**config.mk**
```make
export PLATFORM = sky130hd
export DESIGN_NAME = uart_interrupt_fifo_control
export DESIGN_NICKNAME = d
export VERILOG_FILES = /design/src/hw/uart_irq_pkg.sv /design/src/hw/rx_timeout_timer.sv /design/src/hw/uart_interrupt_fifo_control.sv
export SDC_FILE = /design/constraint.sdc
export NUM_CORES = 1
export LEC_CHECK = 0
export BUFFER_PORTS_ARGS = -buffer_cell sky130_fd_sc_hd__buf_2
export CAP_MARGIN = 0
export CORE_MARGIN = 1.5
export CORE_UTILIZATION = 56
export DETAILED_ROUTE_END_ITERATION = 8
export GPL_TIMING_DRIVEN = 0
export MAX_ROUTING_LAYER = met4
export PLACE_DENSITY = 0.87
export SLEW_MARGIN = 10
export SYNTH_ARGS = -nofsm -noshare
export SYNTH_HDL_FRONTEND = slang
export SYNTH_SLANG_ARGS = --single-unit
```
**constraint.sdc**
```tcl
create_clock -name sys_clk -period 3.75 [get_ports sys_clk]
set_clock_uncertainty 0.05 [all_clocks]
set_input_delay 0.1875 -clock sys_clk [delete_from_list [all_inputs] [get_ports sys_clk]]
set_output_delay 0.1875 -clock sys_clk [all_outputs]
set_load 0.03 [all_outputs]
```
**src/hw/uart_irq_pkg.sv**
```systemverilog
package uart_irq_pkg;

	// Register offsets on the three-bit channel address
	localparam logic [2:0] ADDR_DATA = 3'h0;
	localparam logic [2:0] ADDR_IE   = 3'h1;
	localparam logic [2:0] ADDR_IS   = 3'h2;
	localparam logic [2:0] ADDR_LS   = 3'h5;
	localparam logic [2:0] ADDR_MS   = 3'h6;

	// interrupt_enable bit positions
	localparam int IE_RX = 0;
	localparam int IE_TX = 1;
	localparam int IE_LS = 2;
	localparam int IE_MS = 3;

	// fifo_control bit positions
	localparam int FC_EN     = 0;
	localparam int FC_RXRST  = 1;
	localparam int FC_TXRST  = 2;
	localparam int FC_DMA    = 3;
	localparam int FC_TRIG_L = 6;
	localparam int FC_TRIG_H = 7;

	// Reset values
	localparam logic [3:0] IE_RESET   = 4'h0;
	localparam logic [1:0] TRIG_RESET = 2'h0;

	// interrupt_status source codes, low nibble
	localparam logic [3:0] IS_LS   = 4'h6;
	localparam logic [3:0] IS_TO   = 4'hC;
	localparam logic [3:0] IS_RX   = 4'h4;
	localparam logic [3:0] IS_TX   = 4'h2;
	localparam logic [3:0] IS_MS   = 4'h0;
	localparam logic [3:0] IS_NONE = 4'h1;

	// Receive trigger levels for codes 00, 01, 10, 11
	localparam logic [4:0] TRIG_LVL0 = 5'h01;
	localparam logic [4:0] TRIG_LVL1 = 5'h04;
	localparam logic [4:0] TRIG_LVL2 = 5'h08;
	localparam logic [4:0] TRIG_LVL3 = 5'h0E;

	// Receive timeout: characters plus extra bit times
	localparam int TIMEOUT_CHARS = 4;
	localparam int TIMEOUT_BITS  = 12;

	// Highest pending source, in priority order
	typedef enum logic [2:0] {
		SRC_NONE = 3'b000,
		SRC_LS   = 3'b001,
		SRC_TO   = 3'b010,
		SRC_RX   = 3'b011,
		SRC_TX   = 3'b100,
		SRC_MS   = 3'b101
	} src_t;

endpackage : uart_irq_pkg

```
**src/hw/rx_timeout_timer.sv**
```systemverilog
`timescale 1ns/1ps
`default_nettype none

module rx_timeout_timer
	import uart_irq_pkg::*;
#(
	parameter int CNT_W = 7
) (
	input  wire logic       sys_clk,
	input  wire logic       rst,
	input  wire logic       bit_tick,
	input  wire logic       run,
	input  wire logic       restart,
	input  wire logic [3:0] char_bits,
	output logic            expired
);

	// Longest limit is four 15-bit characters plus twelve bits
	if (CNT_W < 7) begin : g_chk
		$error("rx_timeout_timer: CNT_W too small");
	end

	typedef struct packed {
		logic [CNT_W-1:0] cnt;
		logic             expired;
	} tmr_state_t;

	tmr_state_t st_r;
	tmr_state_t st_nxt;
	logic [CNT_W-1:0] limit;

	// Four character times plus twelve bit times, in bit ticks
	assign limit = CNT_W'(TIMEOUT_CHARS * char_bits) + CNT_W'(TIMEOUT_BITS);

	// Counts only while data waits; a data register read or new character restarts it
	always_comb begin
		st_nxt = st_r;
		if (restart || !run) begin
			st_nxt.cnt     = '0;
			st_nxt.expired = 1'b0;
		end else if (bit_tick && !st_r.expired) begin
			if (st_r.cnt + CNT_W'(1) >= limit) begin
				st_nxt.expired = 1'b1;
			end
			st_nxt.cnt = st_r.cnt + CNT_W'(1);
		end
	end

	always_ff @(posedge sys_clk) begin
		if (rst) begin
			st_r <= '0;
		end else begin
			st_r <= st_nxt;
		end
	end

	assign expired = st_r.expired;

endmodule : rx_timeout_timer

`default_nettype wire

```
**src/hw/uart_interrupt_fifo_control.sv**
```systemverilog
// Function
// - Receive interrupt tracks FIFO count versus trigger
// - Data-ready flag set on load, cleared when empty
// - Enables all clear gives polled mode, status live
// - Status top bits: FIFO error, transmitter idle
// - Receive enable: holding data or trigger level
// - Transmit enable: empty edge or already empty
// - Overrun immediate; head-character errors interrupt too
// - Any modem change flag requests interrupt
// - Enable upper nibble reads zero, resets zero
// - Status read reports only highest pending source
// - Source codes 0110,1100,0100,0010,0000,none 0001
// - Timeout after four characters plus twelve bits
// - Transmit source: holding or FIFO empty
// - Line, modem reads clear; transmit by status/write
// - Timeout clears on data read; trigger below level
// - Status bit zero low while pending, resets one
// - Status top bits show FIFO enable, 5:4 zero
// - FIFO enable must accompany other control bits
// - Receive FIFO reset pulse, self-clearing
// - Transmit FIFO reset pulse, self-clearing
// - DMA select changes ready pin behaviour
// - Trigger codes select 1, 4, 8, 14
`timescale 1ns/1ps
`default_nettype none

module uart_interrupt_fifo_control
	import uart_irq_pkg::*;
#(
	parameter int FIFO_DEPTH = 16,
	parameter int CNT_W      = 5
) (
	input  wire logic             sys_clk,
	input  wire logic             rst,
	// Host register port
	input  wire logic [2:0]       addr,
	input  wire logic             rd_en,
	input  wire logic             wr_en,
	input  wire logic [7:0]       wr_data,
	output logic      [7:0]       rd_data,
	input  wire logic             divisor_sel,
	// Receive path status
	input  wire logic [CNT_W-1:0] rx_fifo_count,
	input  wire logic             rx_char_loaded,
	input  wire logic             rx_overrun_evt,
	input  wire logic [2:0]       rx_head_error,
	input  wire logic             rx_fifo_any_error,
	input  wire logic             rx_bit_tick,
	input  wire logic [3:0]       char_bits,
	// Transmit path status
	input  wire logic             tx_holding_empty,
	input  wire logic             tx_all_empty,
	input  wire logic             tx_fifo_full,
	// Modem lines and change events
	input  wire logic [3:0]       modem_lines,
	input  wire logic [3:0]       modem_change,
	// Control outputs
	output logic                  fifo_enabled,
	output logic                  dma_mode,
	output logic [4:0]            rx_trigger_level,
	output logic                  rx_fifo_reset,
	output logic                  tx_fifo_reset,
	output logic                  receive_ready_pin_n,
	output logic                  transmit_ready_pin_n,
	output logic                  irq
);

	// The deepest trigger must fit the FIFO, and a full FIFO must fit the count
	if (FIFO_DEPTH < int'(TRIG_LVL3) || FIFO_DEPTH >= (1 << CNT_W)) begin : g_chk
		$error("uart_interrupt_fifo_control: FIFO_DEPTH or CNT_W unusable");
	end

	// Timeout counter width: four 15-bit characters plus twelve bits stay below 128
	localparam int TMR_W = 7;

	// All control and interrupt state except the timeout timer, registered as one word
	typedef struct packed {
		logic [3:0] ie;
		logic       fifo_en;
		logic       dma;
		logic [1:0] trig;
		logic       rx_rst;
		logic       tx_rst;
		logic       overrun;
		logic       ls_irq;
		logic       err_seen;
		logic       tx_irq;
		logic       thr_empty_d;
		logic [3:0] delta;
		logic [7:0] rd_data;
		logic       receive_ready_pin_n_n;
		logic       transmit_ready_pin_n_n;
	} ctl_state_t;

	ctl_state_t st_r;
	ctl_state_t st_nxt;

	logic       data_ready;
	logic [4:0] trig_lvl;
	logic       at_trigger;
	logic       rx_src;
	logic       to_src;
	logic       to_expired;
	logic       ls_src;
	logic       tx_src;
	logic       ms_src;
	src_t       src;
	logic [3:0] src_code;
	logic [7:0] ie_val;
	logic [7:0] is_val;
	logic [7:0] ls_val;
	logic [7:0] ms_val;
	logic       rd_data_hit;
	logic       rd_is_hit;
	logic       rd_ls_hit;
	logic       rd_ms_hit;
	logic       wr_thr_hit;
	logic       wr_ie_hit;
	logic       wr_fc_hit;
	logic [CNT_W-1:0] trig_cmp;
	logic             tmr_run;
	logic             tmr_restart;

	// Divisor latch selection hides the data and enable registers
	assign rd_data_hit = rd_en && addr == ADDR_DATA && !divisor_sel;
	assign wr_thr_hit  = wr_en && addr == ADDR_DATA && !divisor_sel;
	assign wr_ie_hit   = wr_en && addr == ADDR_IE && !divisor_sel;
	assign rd_is_hit   = rd_en && addr == ADDR_IS;
	assign wr_fc_hit   = wr_en && addr == ADDR_IS;
	assign rd_ls_hit   = rd_en && addr == ADDR_LS;
	assign rd_ms_hit   = rd_en && addr == ADDR_MS;

	// Count is the truth for data ready, so it can only drop once empty
	assign data_ready = rx_fifo_count != '0;

	// Trigger level decode
	always_comb begin
		case (st_r.trig)
			2'b00:   trig_lvl = TRIG_LVL0;
			2'b01:   trig_lvl = TRIG_LVL1;
			2'b10:   trig_lvl = TRIG_LVL2;
			2'b11:   trig_lvl = TRIG_LVL3;
			default: trig_lvl = TRIG_LVL0;
		endcase
	end

	// Compare at the count's own width so a deeper FIFO is never cut short
	assign trig_cmp = CNT_W'(trig_lvl);

	// Without FIFOs one character in the holding register is enough
	assign at_trigger = st_r.fifo_en ? (rx_fifo_count >= trig_cmp)
	                                 : data_ready;

	// Timer runs on bit ticks while characters wait uncollected, FIFO mode only
	assign tmr_run     = st_r.fifo_en && data_ready;
	assign tmr_restart = rd_data_hit || rx_char_loaded;

	rx_timeout_timer #(
		.CNT_W(TMR_W)
	) u_timeout (
		.sys_clk  (sys_clk),
		.rst      (rst),
		.bit_tick (rx_bit_tick),
		.run      (tmr_run),
		.restart  (tmr_restart),
		.char_bits(char_bits),
		.expired  (to_expired)
	);

	// Source levels, each gated by its enable; all enables low means polled
	assign ls_src = st_r.ie[IE_LS] && st_r.ls_irq;
	assign to_src = st_r.ie[IE_RX] && to_expired;
	assign rx_src = st_r.ie[IE_RX] && at_trigger;
	assign tx_src = st_r.ie[IE_TX] && st_r.tx_irq;
	assign ms_src = st_r.ie[IE_MS] && (st_r.delta != 4'h0);

	// Fixed priority: only the top pending source is ever reported
	always_comb begin
		if (ls_src) begin
			src = SRC_LS;
		end else if (to_src) begin
			src = SRC_TO;
		end else if (rx_src) begin
			src = SRC_RX;
		end else if (tx_src) begin
			src = SRC_TX;
		end else if (ms_src) begin
			src = SRC_MS;
		end else begin
			src = SRC_NONE;
		end
	end

	// Source encoding; bit zero is low whenever something is pending
	always_comb begin
		case (src)
			SRC_LS:   src_code = IS_LS;
			SRC_TO:   src_code = IS_TO;
			SRC_RX:   src_code = IS_RX;
			SRC_TX:   src_code = IS_TX;
			SRC_MS:   src_code = IS_MS;
			SRC_NONE: src_code = IS_NONE;
			default:  src_code = IS_NONE;
		endcase
	end

	// Readable images of the registers
	assign ie_val = {4'h0, st_r.ie};
	assign is_val = {{2{st_r.fifo_en}}, 2'b00, src_code};
	assign ls_val = {st_r.fifo_en && rx_fifo_any_error,
	                 tx_all_empty,
	                 tx_holding_empty,
	                 rx_head_error,
	                 st_r.overrun,
	                 data_ready};
	assign ms_val = {modem_lines, st_r.delta};

	// Register reads, writes and their side effects
	always_comb begin
		st_nxt = st_r;
		// Flush pulses last one cycle; a later write raises them again
		st_nxt.rx_rst      = 1'b0;
		st_nxt.tx_rst      = 1'b0;
		st_nxt.thr_empty_d = tx_holding_empty;

		// Read data is held until the next read
		if (rd_en) begin
			case (addr)
				ADDR_DATA: st_nxt.rd_data = 8'h00;
				ADDR_IE:   st_nxt.rd_data = divisor_sel ? 8'h00 : ie_val;
				ADDR_IS:   st_nxt.rd_data = is_val;
				ADDR_LS:   st_nxt.rd_data = ls_val;
				ADDR_MS:   st_nxt.rd_data = ms_val;
				default:   st_nxt.rd_data = 8'h00;
			endcase
		end

		// Enable write; the transmit interrupt fires at once if already empty
		// Rewriting an enable that is already set does not re-arm its source
		if (wr_ie_hit) begin
			st_nxt.ie = wr_data[3:0];
			if (wr_data[IE_TX] && !st_r.ie[IE_TX] && tx_holding_empty) begin
				st_nxt.tx_irq = 1'b1;
			end
		end

		// Control bits only take effect alongside the FIFO enable
		// A write with the enable low turns the FIFOs off and keeps the rest
		if (wr_fc_hit) begin
			st_nxt.fifo_en = wr_data[FC_EN];
			if (wr_data[FC_EN]) begin
				st_nxt.rx_rst = wr_data[FC_RXRST];
				st_nxt.tx_rst = wr_data[FC_TXRST];
				st_nxt.dma    = wr_data[FC_DMA];
				st_nxt.trig   = wr_data[FC_TRIG_H:FC_TRIG_L];
			end
		end

		// Transmit source clears on status read reporting it or a data write
		if ((rd_is_hit && src == SRC_TX) || wr_thr_hit) begin
			st_nxt.tx_irq = 1'b0;
		end
		// Setting wins over the clear so an empty edge is never lost
		if (tx_holding_empty && !st_r.thr_empty_d) begin
			st_nxt.tx_irq = 1'b1;
		end

		// Line status: overrun sticky, head errors seen once per character
		// An error seen while its enable is off stays pending until status is read
		if (rd_ls_hit) begin
			st_nxt.overrun = 1'b0;
			st_nxt.ls_irq  = 1'b0;
		end
		if (rd_data_hit || rx_head_error == 3'b000) begin
			st_nxt.err_seen = 1'b0;
		end
		if (rx_overrun_evt) begin
			st_nxt.overrun = 1'b1;
			st_nxt.ls_irq  = 1'b1;
		end
		if (rx_head_error != 3'b000 && !st_r.err_seen && !rd_data_hit) begin
			st_nxt.ls_irq   = 1'b1;
			st_nxt.err_seen = 1'b1;
		end

		// Modem change flags: cleared by read, new changes win
		if (rd_ms_hit) begin
			st_nxt.delta = 4'h0;
		end
		st_nxt.delta = st_nxt.delta | modem_change;

		// Ready pins, active low
		// Registered so the pins never glitch while the sources settle
		if (st_r.dma) begin
			// Block transfers: signal at trigger or timeout, room to write
			if (at_trigger || to_expired) begin
				st_nxt.receive_ready_pin_n_n = 1'b0;
			end else if (!data_ready) begin
				st_nxt.receive_ready_pin_n_n = 1'b1;
			end
			st_nxt.transmit_ready_pin_n_n = tx_fifo_full;
		end else begin
			// Single transfers: any data waiting, holding register empty
			st_nxt.receive_ready_pin_n_n = !data_ready;
			st_nxt.transmit_ready_pin_n_n = !tx_holding_empty;
		end
	end

	// Reset values spelled out field by field; otherwise follow st_nxt
	always_ff @(posedge sys_clk) begin
		if (rst) begin
			st_r.ie          <= IE_RESET;
			st_r.fifo_en     <= 1'b0;
			st_r.dma         <= 1'b0;
			st_r.trig        <= TRIG_RESET;
			st_r.rx_rst      <= 1'b0;
			st_r.tx_rst      <= 1'b0;
			st_r.overrun     <= 1'b0;
			st_r.ls_irq      <= 1'b0;
			st_r.err_seen    <= 1'b0;
			st_r.tx_irq      <= 1'b0;
			st_r.thr_empty_d <= 1'b1;
			st_r.delta       <= 4'h0;
			st_r.rd_data     <= 8'h00;
			st_r.receive_ready_pin_n_n     <= 1'b1;
			st_r.transmit_ready_pin_n_n     <= 1'b1;
		end else begin
			st_r <= st_nxt;
		end
	end

	// Outputs
	assign rd_data              = st_r.rd_data;
	assign fifo_enabled         = st_r.fifo_en;
	assign dma_mode             = st_r.dma;
	assign rx_trigger_level     = trig_lvl;
	assign rx_fifo_reset        = st_r.rx_rst;
	assign tx_fifo_reset        = st_r.tx_rst;
	assign receive_ready_pin_n  = st_r.receive_ready_pin_n_n;
	assign transmit_ready_pin_n = st_r.transmit_ready_pin_n_n;
	// Level output that drops once the last enabled source is serviced
	assign irq                  = src != SRC_NONE;

endmodule : uart_interrupt_fifo_control

`default_nettype wire

```
==> results_dict.tcl <==
set metrics [dict create \
    grt_setup_unrepaired "no" \
    drt-initial-drc-count 179 \
    synth-main-ff-cell "dfxtp_1" \
    min-delay-start "modem_change[0]" \
    cts.repair.resized 0 \
    num-fill-cells 319 \
    die-height_um 66.1 \
    clk_root_buffer_cell "clkbuf_8" \
    vias_per_cell 5.54 \
    initial_utilization_pct 59.5 \
    synthTopCellsByCount "37 x dfxtp_1, 31 x nor2_1, 28 x nand2_1" \
    placed_cells 365 \
    status "finished, final reports clean" \
    cts_tree "yes" \
    fin_cells 372 \
    setup_tns_ps 0 \
    area_growth_pct 19.4 \
    gr-total-overflow 0 \
    first_pass_iters 4 \
    post_synth.cell_area_avg_um2 8.57 \
    grt_usage_pct 25.6 \
    htreeDepth 2 \
    avgRoutedWirePerCell_um 13.7 \
    min_path_type "input port to flop" \
    rows 22 \
    wl_met2_um 2510 \
    relSlewSlack_pct 64.2 \
    postCtsHoldBufs 0 \
    period_minus_slack_ps 2260 \
    clock-sinks 37 \
    place.port_buffers 57 \
    rr_worst_depth 9 \
    ys_async_sr_fraction_pct 0 \
    synth_top_cells_by_area "dfxtp_1 33%, ha_1 6.7%, nor2_1 5.2%" \
    p_per_area_mw_per_mm2 307 \
    power_leakage_uw 0.00125 \
    netlist_area_mm2 0.00223 \
    ys_types 60 \
    fin_crit_sh_pct 60.3 \
    hold_viol_final 0 \
    yosys_warnings 0 \
    netlist_instances 260 \
    antenna-diode-count 0 \
    routed.top_layer "met4" \
    drive_gt1_share_pct 30.9 \
    ios 63 \
    yosysMostFrequentCell "dfxtp_1" \
    r2r_slack_ps 1580 \
    reg2reg_from "u_timeout.st_r[1]" \
    fin_nets 379 \
    ys_seq_area_share_pct 33.3 \
    yosysTopAreaCellShare_pct 33.3 \
    min_to "ms_val[0]" \
    cts_setup_buffers 0 \
    grt_start_max_net_pins 11 \
    end_kind "primary output" \
    grt_pass1_wl_um 8270 \
    cts_buffers 5 \
    peakVddDrop_v 0.000272 \
    synth_edf_count 0 \
    core_mm2 0.00374 \
    vias 2061 \
    crit_arrival_ps 2020 \
    gp_congestion 0.865 \
    drc 0 \
    antenna_left 0 \
    fmax_ghz 0.442 \
    synth_fp_nets 315 \
    holdWs_ps 63.0 \
    hpwl_um 3890 \
    clk_latency_ps 290 \
    grt_antenna_before_repair 0 \
    grt_pass1_vias 1854 \
    crit-reg2reg-capture "u_timeout.expired" \
    critPathKind "flop to primary output" \
    crit_path_max_fanout 5 \
    drv_cap 0 \
    clock_path_buffers 2 \
    start_kind "flop" \
    cp.required_ps 3510 \
    wl_met3_um 358 \
    slew_viol_final 0 \
    die_x_um 66.1 \
    worst_slew_pin_slew_ps 538 \
    clkTransAtPathRegs_ps 70 \
    synth_seq_cells 37 \
    met1_length_um 2110 \
    wl_um 5100 \
    yosys.area.top_type "dfxtp_1" \
    hold_path_depth 3 \
    dieArea_mm2 0.00436 \
    setup_violations 0 \
]
==> flip-flops by register name (all words and copies together), names as in the netlist <==
name / flops
rd_data: 8
u_timeout.st_r: 7
st_r: 6
ie_val: 4
ms_val: 4
dma_mode: 1
fifo_enabled: 1
ls_val: 1
receive_ready_pin_n: 1
rx_fifo_reset: 1
transmit_ready_pin_n: 1
tx_fifo_reset: 1
u_timeout.expired: 1
==> worst max-delay path by stage <==
| stage | from | end | slack, ps | cells past startpoint |
|---|---|---|---|---|
| floorplan | st_r[21] | irq | 1630 | 7 |
| global placement | u_timeout.st_r[1] | u_timeout.expired | 1630 | 9 |
| detailed placement | u_timeout.st_r[1] | u_timeout.expired | 1590 | 9 |
| CTS | st_r[22] | irq | 1500 | 8 |
| global route | u_timeout.st_r[1] | u_timeout.expired | 1340 | 9 |
| finish | st_r[21] | irq | 1490 | 8 |
==> placed cells by master (no fill, tap or decap), types with 5 or more instances in the layout <==
cell / count
a21oi_1: 16
a31oi_1: 5
buf_2: 60
buf_4: 9
clkbuf_1: 7
clkbuf_8: 6
dfxtp_1: 37
ha_1: 12
inv_1: 9
mux2i_1: 8
nand2_1: 28
nand3_1: 9
nor2_1: 31
xnor2_1: 5
xor2_1: 8
==> final cells by class <==
cell class | count | area, um^2 | share of cell area [%]
multi-input combinational | 191 | 1310 | 49.1
sequential | 37 | 741 | 27.9
timing repair buffer | 57 | 285 | 10.7
buffer | 22 | 144 | 5.41
clock buffer | 7 | 86.3 | 3.25
tap | 48 | 60.1 | 2.26
inverter | 10 | 37.5 | 1.41
==> layer usage <==
| layer | vias to the layer above | global-route usage, % |
|---|---|---|
| li1 | 1020 | - |
| met1 | 929 | 29.4 |
| met2 | 98 | 43.4 |
| met3 | 14 | 5.79 |
| met4 | 0 | 10.2 |
| met5 | - | - |
==> metrics by stage <==
step	area, um^2	setup WS, ps	util (%)	total power, uW
final	2660	1490	71.0	816
after global routing	2660	1340	71.0	851
after CTS	2660	1500	71.0	817
after detailed placement	2570	1590	68.7	544
after global placement	2570	1630	68.7	540
after floorplan	2230	1630	-	497
==> worst max-delay path, stage by stage, from the launching register on <==
cell,delay [ps]
dfxtp_1,400
inv_1,60
ha_1,260
o21ai_0,150
a22oi_1,100
and2_4,190
o22ai_2,230
nand3_1,140
buf_2,210
==> power breakdown <==
part,switching (uW),internal [uW],total (uW)
combinational,70.2,54.5,125
clock,134,146,279
sequential,8.06,404,412
==> cells by family after synthesis <==
family	Yosys count	synth area share (%)
and+or+nand+nor	101	24.5
AOI/OAI and AO/OA	55	18.0
muxes	9	4.10
buffers and inverters	32	8.14
other	1	0.168
xor gates and xnor gates	13	5.11
adders and majority gates	12	6.74
DFF	37	33.3
Note: power is estimated with default switching activity, not from simulation.
